[config.mk]
export PLATFORM = sky130hd
export DESIGN_NAME = pvc_cal_ctrl
export DESIGN_NICKNAME = d
export VERILOG_FILES = /design/src/rtl/pvc_pkg.sv /design/src/rtl/pvc_cal_ctrl.sv /design/src/rtl/pvc_settle_timer.sv
export VERILOG_INCLUDE_DIRS = /design/src /design/src/rtl
export SDC_FILE = /design/constraint.sdc
export NUM_CORES = 1
export LEC_CHECK = 0
export ABC_CLOCK_PERIOD_IN_PS = 3100
export BUFFER_PORTS_ARGS = -buffer_cell sky130_fd_sc_hd__buf_2
export CAP_MARGIN = 15
export CORE_MARGIN = 3
export CORE_UTILIZATION = 57
export DETAILED_ROUTE_END_ITERATION = 12
export PLACE_DENSITY = 0.91
export SLEW_MARGIN = 20
export SYNTH_ARGS = -nofsm -noshare
export SYNTH_HDL_FRONTEND = slang
export SYNTH_HIERARCHICAL = 1
export SYNTH_SLANG_ARGS = --single-unit
export TNS_END_PERCENT = 100
[constraint.sdc]
create_clock -name clk -period 3.1 [get_ports clk]
set_clock_uncertainty 0.05 [all_clocks]
set_input_delay 0.31 -clock clk [delete_from_list [all_inputs] [get_ports clk]]
set_output_delay 0.31 -clock clk [all_outputs]
set_load 0.01 [all_outputs]
[src/rtl/pvc_params.svh]
`ifndef PVC_PARAMS_SVH
`define PVC_PARAMS_SVH

// Register offsets on the device register port.
`define PVC_ADDR_TUNE_CODE      8'h59
`define PVC_ADDR_PROGRAM_HOLD   8'h5C
`define PVC_ADDR_CAL_CONTROL    8'h5D
`define PVC_ADDR_CAL_STATE      8'h5E

// Field positions.
`define PVC_TUNE_MSB            6
`define PVC_HOLD_BIT            0
`define PVC_CAL_ENABLE_BIT      0
`define PVC_SETTLE_LSB          4
`define PVC_SETTLE_MSB          6
`define PVC_COMPLETE_BIT        0

// Reset values.
`define PVC_RST_TUNE_CODE       7'h00
`define PVC_RST_HOLD            1'b0
`define PVC_RST_CAL_ENABLE      1'b0
`define PVC_RST_SETTLE_SELECT   3'h4
`define PVC_RST_COMPLETE        1'b0

// Timing: settle time for select 0, doubled for each step of the select.
`define PVC_CLK_PERIOD_PS       4000
`define PVC_SETTLE_BASE_NS      256
`define PVC_SETTLE_BASE_CYC     ((`PVC_SETTLE_BASE_NS * 1000) / `PVC_CLK_PERIOD_PS)

// Search start point: the top bit of the trim code.
`define PVC_TUNE_MID            7'h40

`endif

[src/rtl/pvc_pkg.sv]
package pvc_pkg;

   typedef enum logic [1:0]
   {
      PVC_IDLE,
      PVC_SETTLE,
      PVC_DECIDE
   } pvc_state_type;

endpackage : pvc_pkg

[src/rtl/pvc_cal_ctrl.sv]
`timescale 1ns/1ps
`default_nettype none
`include "pvc_params.svh"

module pvc_cal_ctrl
   import pvc_pkg::*;
#(
   parameter int SETTLE_BASE_CYC = `PVC_SETTLE_BASE_CYC
)
(
   // Clock and reset.
   input  wire logic       clk,
   input  wire logic       rst_b,
   // Register port.
   input  wire logic       reg_wr,
   input  wire logic       reg_rd,
   input  wire logic [7:0] reg_addr,
   input  wire logic [7:0] reg_wdata,
   output logic      [7:0] reg_rdata,
   // Oscillator and PLL side.
   input  wire logic       osc_above_target,
   output logic      [6:0] oscillator_tune_code,
   output logic            pll_program_hold,
   output logic            osc_calibration_busy
);

   // Settle base count sized to the timer's width.
   localparam logic [15:0] BASE_CYC = 16'(SETTLE_BASE_CYC);

   pvc_state_type state_q;
   pvc_state_type state_d;
   logic [6:0]    tune_q;
   logic [6:0]    tune_d;
   logic [2:0]    bit_q;
   logic [2:0]    bit_d;
   logic          hold_q;
   logic          hold_d;
   logic          enable_q;
   logic          enable_d;
   logic [2:0]    settle_q;
   logic [2:0]    settle_d;
   logic          complete_q;
   logic          complete_d;
   logic [7:0]    rdata_d;
   logic          timer_start;
   logic          timer_expired;
   logic [15:0]   settle_cycles;
   logic          wr_tune;
   logic          wr_hold;
   logic          wr_ctrl;
   logic          release_hold;

   // Write strobes decoded per register.
   assign wr_tune      = reg_wr && (reg_addr == `PVC_ADDR_TUNE_CODE);
   assign wr_hold      = reg_wr && (reg_addr == `PVC_ADDR_PROGRAM_HOLD);
   assign wr_ctrl      = reg_wr && (reg_addr == `PVC_ADDR_CAL_CONTROL);
   assign release_hold = wr_hold && hold_q && !reg_wdata[`PVC_HOLD_BIT];

   // Settle wait doubles with each step of the select.
   assign settle_cycles = BASE_CYC << settle_q;

   // Settle timer, restarted when a run starts and after each decided bit but the last.
   pvc_settle_timer u_settle_timer
   (
      .clk        (clk),
      .rst_b      (rst_b),
      .start      (timer_start),
      .load_value (settle_cycles),
      .expired    (timer_expired)
   );

   // Register writes and the search engine.
   always_comb
   begin
      state_d     = state_q;
      tune_d      = tune_q;
      bit_d       = bit_q;
      hold_d      = hold_q;
      enable_d    = enable_q;
      settle_d    = settle_q;
      complete_d  = complete_q;
      timer_start = 1'b0;
      if (wr_hold)
      begin
         hold_d = reg_wdata[`PVC_HOLD_BIT];
      end
      if (wr_ctrl)
      begin
         enable_d = reg_wdata[`PVC_CAL_ENABLE_BIT];
         settle_d = reg_wdata[`PVC_SETTLE_MSB:`PVC_SETTLE_LSB];
      end
      // Software trim writes are taken only while no run is active.
      if (wr_tune && (state_q == PVC_IDLE))
      begin
         tune_d = reg_wdata[`PVC_TUNE_MSB:0];
      end
      case (state_q)
         PVC_IDLE:
         begin
            if (release_hold)
            begin
               if (enable_q)
               begin
                  tune_d      = `PVC_TUNE_MID;
                  bit_d       = 3'h6;
                  timer_start = 1'b1;
                  complete_d  = 1'b0;
                  state_d     = PVC_SETTLE;
               end
               else
               begin
                  complete_d = 1'b1;
               end
            end
         end
         PVC_SETTLE:
         begin
            if (timer_expired)
            begin
               state_d = PVC_DECIDE;
            end
         end
         PVC_DECIDE:
         begin
            if (osc_above_target)
            begin
               tune_d[bit_q] = 1'b0;
            end
            if (bit_q == 3'h0)
            begin
               complete_d = 1'b1;
               state_d    = PVC_IDLE;
            end
            else
            begin
               bit_d              = bit_q - 3'h1;
               tune_d[bit_q - 3'h1] = 1'b1;
               timer_start        = 1'b1;
               state_d            = PVC_SETTLE;
            end
         end
         default:
         begin
            state_d = PVC_IDLE;
         end
      endcase
      // Holding the PLL aborts any run and clears completion.
      if (wr_hold && reg_wdata[`PVC_HOLD_BIT])
      begin
         complete_d = 1'b0;
         state_d    = PVC_IDLE;
      end
   end

   // Read data, registered one cycle after the read strobe.
   always_comb
   begin
      rdata_d = 8'h00;
      case (reg_addr)
         `PVC_ADDR_TUNE_CODE:    rdata_d = {1'b0, tune_q};
         `PVC_ADDR_PROGRAM_HOLD: rdata_d = {7'h00, hold_q};
         `PVC_ADDR_CAL_CONTROL:  rdata_d = {1'b0, settle_q, 3'h0, enable_q};
         `PVC_ADDR_CAL_STATE:    rdata_d = {7'h00, complete_q};
         default:                rdata_d = 8'h00;
      endcase
   end

   // Engine and register state.
   always_ff @(posedge clk or negedge rst_b)
   begin
      if (!rst_b)
      begin
         state_q    <= PVC_IDLE;
         tune_q     <= `PVC_RST_TUNE_CODE;
         bit_q      <= 3'h0;
         hold_q     <= `PVC_RST_HOLD;
         enable_q   <= `PVC_RST_CAL_ENABLE;
         settle_q   <= `PVC_RST_SETTLE_SELECT;
         complete_q <= `PVC_RST_COMPLETE;
         reg_rdata  <= 8'h00;
      end
      else
      begin
         state_q    <= state_d;
         tune_q     <= tune_d;
         bit_q      <= bit_d;
         hold_q     <= hold_d;
         enable_q   <= enable_d;
         settle_q   <= settle_d;
         complete_q <= complete_d;
         if (reg_rd)
         begin
            reg_rdata <= rdata_d;
         end
      end
   end

   // Trim code and hold come straight from the registers; busy is decoded from the state.
   assign oscillator_tune_code = tune_q;
   assign pll_program_hold     = hold_q;
   assign osc_calibration_busy = (state_q != PVC_IDLE);

endmodule : pvc_cal_ctrl

`default_nettype wire

[src/rtl/pvc_settle_timer.sv]
`timescale 1ns/1ps
`default_nettype none

module pvc_settle_timer
(
   // Clock and reset.
   input  wire logic        clk,
   input  wire logic        rst_b,
   // Control.
   input  wire logic        start,
   input  wire logic [15:0] load_value,
   // Status.
   output logic             expired
);

   logic [15:0] count_q;
   logic [15:0] count_d;
   logic        busy_q;
   logic        busy_d;
   logic        expired_d;

   always_comb
   begin
      count_d   = count_q;
      busy_d    = busy_q;
      expired_d = 1'b0;
      if (start)
      begin
         count_d = load_value;
         busy_d  = 1'b1;
      end
      else if (busy_q)
      begin
         if (count_q <= 16'h0001)
         begin
            busy_d    = 1'b0;
            expired_d = 1'b1;
         end
         else
         begin
            count_d = count_q - 16'h0001;
         end
      end
   end

   always_ff @(posedge clk or negedge rst_b)
   begin
      if (!rst_b)
      begin
         count_q <= 16'h0000;
         busy_q  <= 1'b0;
         expired <= 1'b0;
      end
      else
      begin
         count_q <= count_d;
         busy_q  <= busy_d;
         expired <= expired_d;
      end
   end

endmodule : pvc_settle_timer

`default_nettype wire

==> results.cfg <==
[sta]
tightest_slew_ps = 936
relSlewSlack_pct = 37.6
rsz0062_at_grt = no
max_freq_ghz = 0.413
tns_ps = 0
setup_ws_ps = 681
setup_viol = 0
drv_slew = 0
fin_crit_ps = 2420
finalCritPeriodShare_pct = 78.0
hold_viol_final = 0

[cts]
clkSinkCount = 43
clk_pin_slew_worst_paths_ps = 80
cts_setup_buffers = 0
clock-root-buffer = clkbuf_8
cts_tree = done
numCtsBuffers = 5
cts_resized = 0
clk_latency_ps = 300
cts_max_level = 2
clock_path_buffers = 2
cts_hold_buf = 0

[finish]
drive_gt1_share_pct = 18.8
insertedDiodeCount = 0
syn_to_final_growth_pct = 10.8
fillCellCount = 351
layout.nets = 337

[global_route]
track_usage_pct = 23.8
gr-usage-met2_pct = 37.5
grt_pass1_vias = 2232
grtUsageMet1_pct = 31.5
grt_start_max_net_pins = 44
grt_antenna_before_repair = 0
grt_remaining_overflow = 0
grt_pass1_wl_mm = 10.0
grtUsageMet3_pct = 3.69
grt_most_used_layer = met2

[place]
io_buffers = 35
gp_congestion = 0.966
dp_hpwl_mm = 4.39
post-place-ws_ps = 653

[synth]
synth_compound_area_share_pct = 19.4
syn_avg_cell_area_sq_um = 9.43
synth_edf_count = 0
synth_fa_ha_area_share_pct = 1.91
synth_top_family_by_area = simple AND/OR/NAND/NOR gates
synth_area_sq_um = 2620
synth_xor_area_share_pct = 0.334
synth_cells = 278
yosysUniqueCellTypes = 61
synth-simple-area-share_pct = 25.3
synthFlopType = dfrtp_1
yosysSeqAreaShare_pct = 41.1
ys_warn_count = 6
async_flop_share_pct = 100
ys_seq_elements = 43
synth_mux_area_share_pct = 6.73

[floorplanning]
ioPinCount = 38
rows = 24
die-height_um = 73.8
dieArea_sq_um = 5450
start_util_pct = 59.8
core_sq_um = 4380
die_w_um = 73.8

[routing]
wl_mm = 6.10
drt_iter0_drc = 225
wl_per_cell_um = 16.7
antenna_left = 0
routed_via_density = 6.29
drc = 0
num_vias = 2296
firstDrtPassIters = 4

[critical_path]
cp-start-kind = flip-flop
critPathMaxFanout = 27
cp.required_ps = 3270
critPathKind = flip-flop to flip-flop
arrival_ps = 2590
worst_setup_path_end_kind = flip-flop

[run_status]
outcome = finished, final reports clean

[power]
power.leakage_nw = 1.35
p_per_area_nw_per_um2 = 590
ir_worst_vdd_mv = 0.303
total_power_mw = 1.71

[job]
max_cap_violations = 0

[worst_hold_path]
min_path_type = input port to async pin
through the flow:
stage	hold slack (ps)	instance area [sq um]	utilization [%]	cells
2_1_floorplan	-35.6	2650	-	286
3_3_place_gp	417	2820	64.4	357
3_5_place_dp	418	2820	64.4	357
4_1_cts	125	2910	66.3	365
5_1_grt	174	2910	66.3	365
6_report	88.4	2910	66.3	365
cell usage in the layout, fill, tap and decap left out, drive strengths merged, types with 4 or more instances in the layout:
cell type,Yosys,final
and3b,4,4
o21ai,13,13
buf,6,36
nor3b,5,5
clkbuf,11,5
a21oi,13,13
nand3,9,9
nor2,18,18
nand2,18,18
conb,1,9
and4,4,4
o211ai,7,7
nor3,7,7
nand4,7,7
inv,15,15
o2bb2ai,4,4
ha,4,4
mux2i,12,12
dfrtp,42,42
a22oi,9,9
nand2b,4,4
mux2,5,5
nor4,4,4
a2bb2oi,6,6
sequential cells by signal, indices dropped and copies added (netlist names):
| signal | cells |
|---|---|
| state_q | 2 |
| complete_q | 1 |
| bit_q | 3 |
| oscillator_tune_code | 7 |
| reg_rdata | 7 |
| u_settle_timer/busy_q | 1 |
| settle_q | 3 |
| u_settle_timer/expired | 1 |
| u_settle_timer/count_q | 16 |
| enable_q | 1 |
| pll_program_hold | 1 |
worst paths after layout:
path / depth (start not counted) / to / slack [ps] / from
max: 8 / u_settle_timer/count_q[10] / 680 / bit_q[0]
min: 1 / u_settle_timer/count_q[3] / 90 / rst_b
max reg2reg: 8 / u_settle_timer/count_q[10] / 680 / bit_q[0]
min reg2reg: 1 / reg_rdata[4] / 430 / reg_rdata[4]
max in group asynchronous: 1 / bit_q[0] / 2330 / rst_b
min in group clk: 2 / settle_q[0] / 210 / reg_wdata[4]
synth_stat cells (2+ instances only):
library cell	n	share of area, %
a21oi_1	13	2.5
a22o_1	3	1.0
a22oi_1	9	2.6
a2bb2oi_1	6	2.0
a31oi_1	3	0.72
and3_1	3	0.72
and3b_1	4	1.3
and4_1	3	1.0
and4b_1	2	0.76
buf_2	3	0.57
clkbuf_1	11	1.6
dfrtp_1	42	40
ha_1	4	1.9
inv_1	15	2.1
mux2_2	5	2.1
mux2i_1	12	4.6
nand2_1	18	2.6
nand2b_1	4	0.95
nand3_1	9	1.7
nand3b_1	3	0.86
nand4_1	7	1.7
nand4b_1	2	0.67
nor2_1	18	2.6
nor2b_1	2	0.48
nor3_1	7	1.3
nor3b_1	5	1.4
nor4_1	2	0.48
nor4bb_1	2	0.76
o211ai_1	7	2.0
o21a_1	2	0.57
o21ai_0	13	2.5
o2bb2ai_1	4	1.3
o31ai_1	2	0.57
or2_2	3	0.72
or3_1	2	0.48
or3b_1	2	0.67
or4_1	2	0.57
worst max-delay path: stages, from the launching register on:
cell and delay (ps):
dfrtp_1 480, inv_1 120, ha_1 210, inv_1 90, o21ai_0 400, nand2_1 180
buf_4 260, or3b_1 400, a22oi_1 140
power breakdown:
| part | switching [mW] | internal (mW) | total, mW |
|---|---|---|---|
| registers | 0.160 | 0.666 | 0.827 |
| logic | 0.303 | 0.232 | 0.535 |
| clock network | 0.199 | 0.154 | 0.353 |
| total | 0.662 | 1.05 | 1.71 |
logic make-up after synthesis:
family          Yosys count
simple gates            108
compound gates           72
other cells               1
flops                    43
fa+ha+maj                 4
xor+xnor                  1
mux                      17
buf+inv                  32
layout make-up:
class                   count  area [sq um]  share of cell area [%]
repair buffers             36           183                    6.29
clock buffers               5          68.8                    2.37
multi-input cells         211          1440                    49.6
inverters                  15          56.3                    1.94
flip-flops and latches     43          1080                    37.1
clock inverters             3          15.0                   0.517
well taps                  52          65.1                    2.24
metal layers:
layer | share of wire (%) | vias to the layer above
li1 | - | 1096
met1 | 44 | 1111
met2 | 48 | 75
met3 | 5.4 | 14
met4 | 2.3 | 0
met5 | 0 | -
No activity file was read; power rests on OpenSTA's default activity.
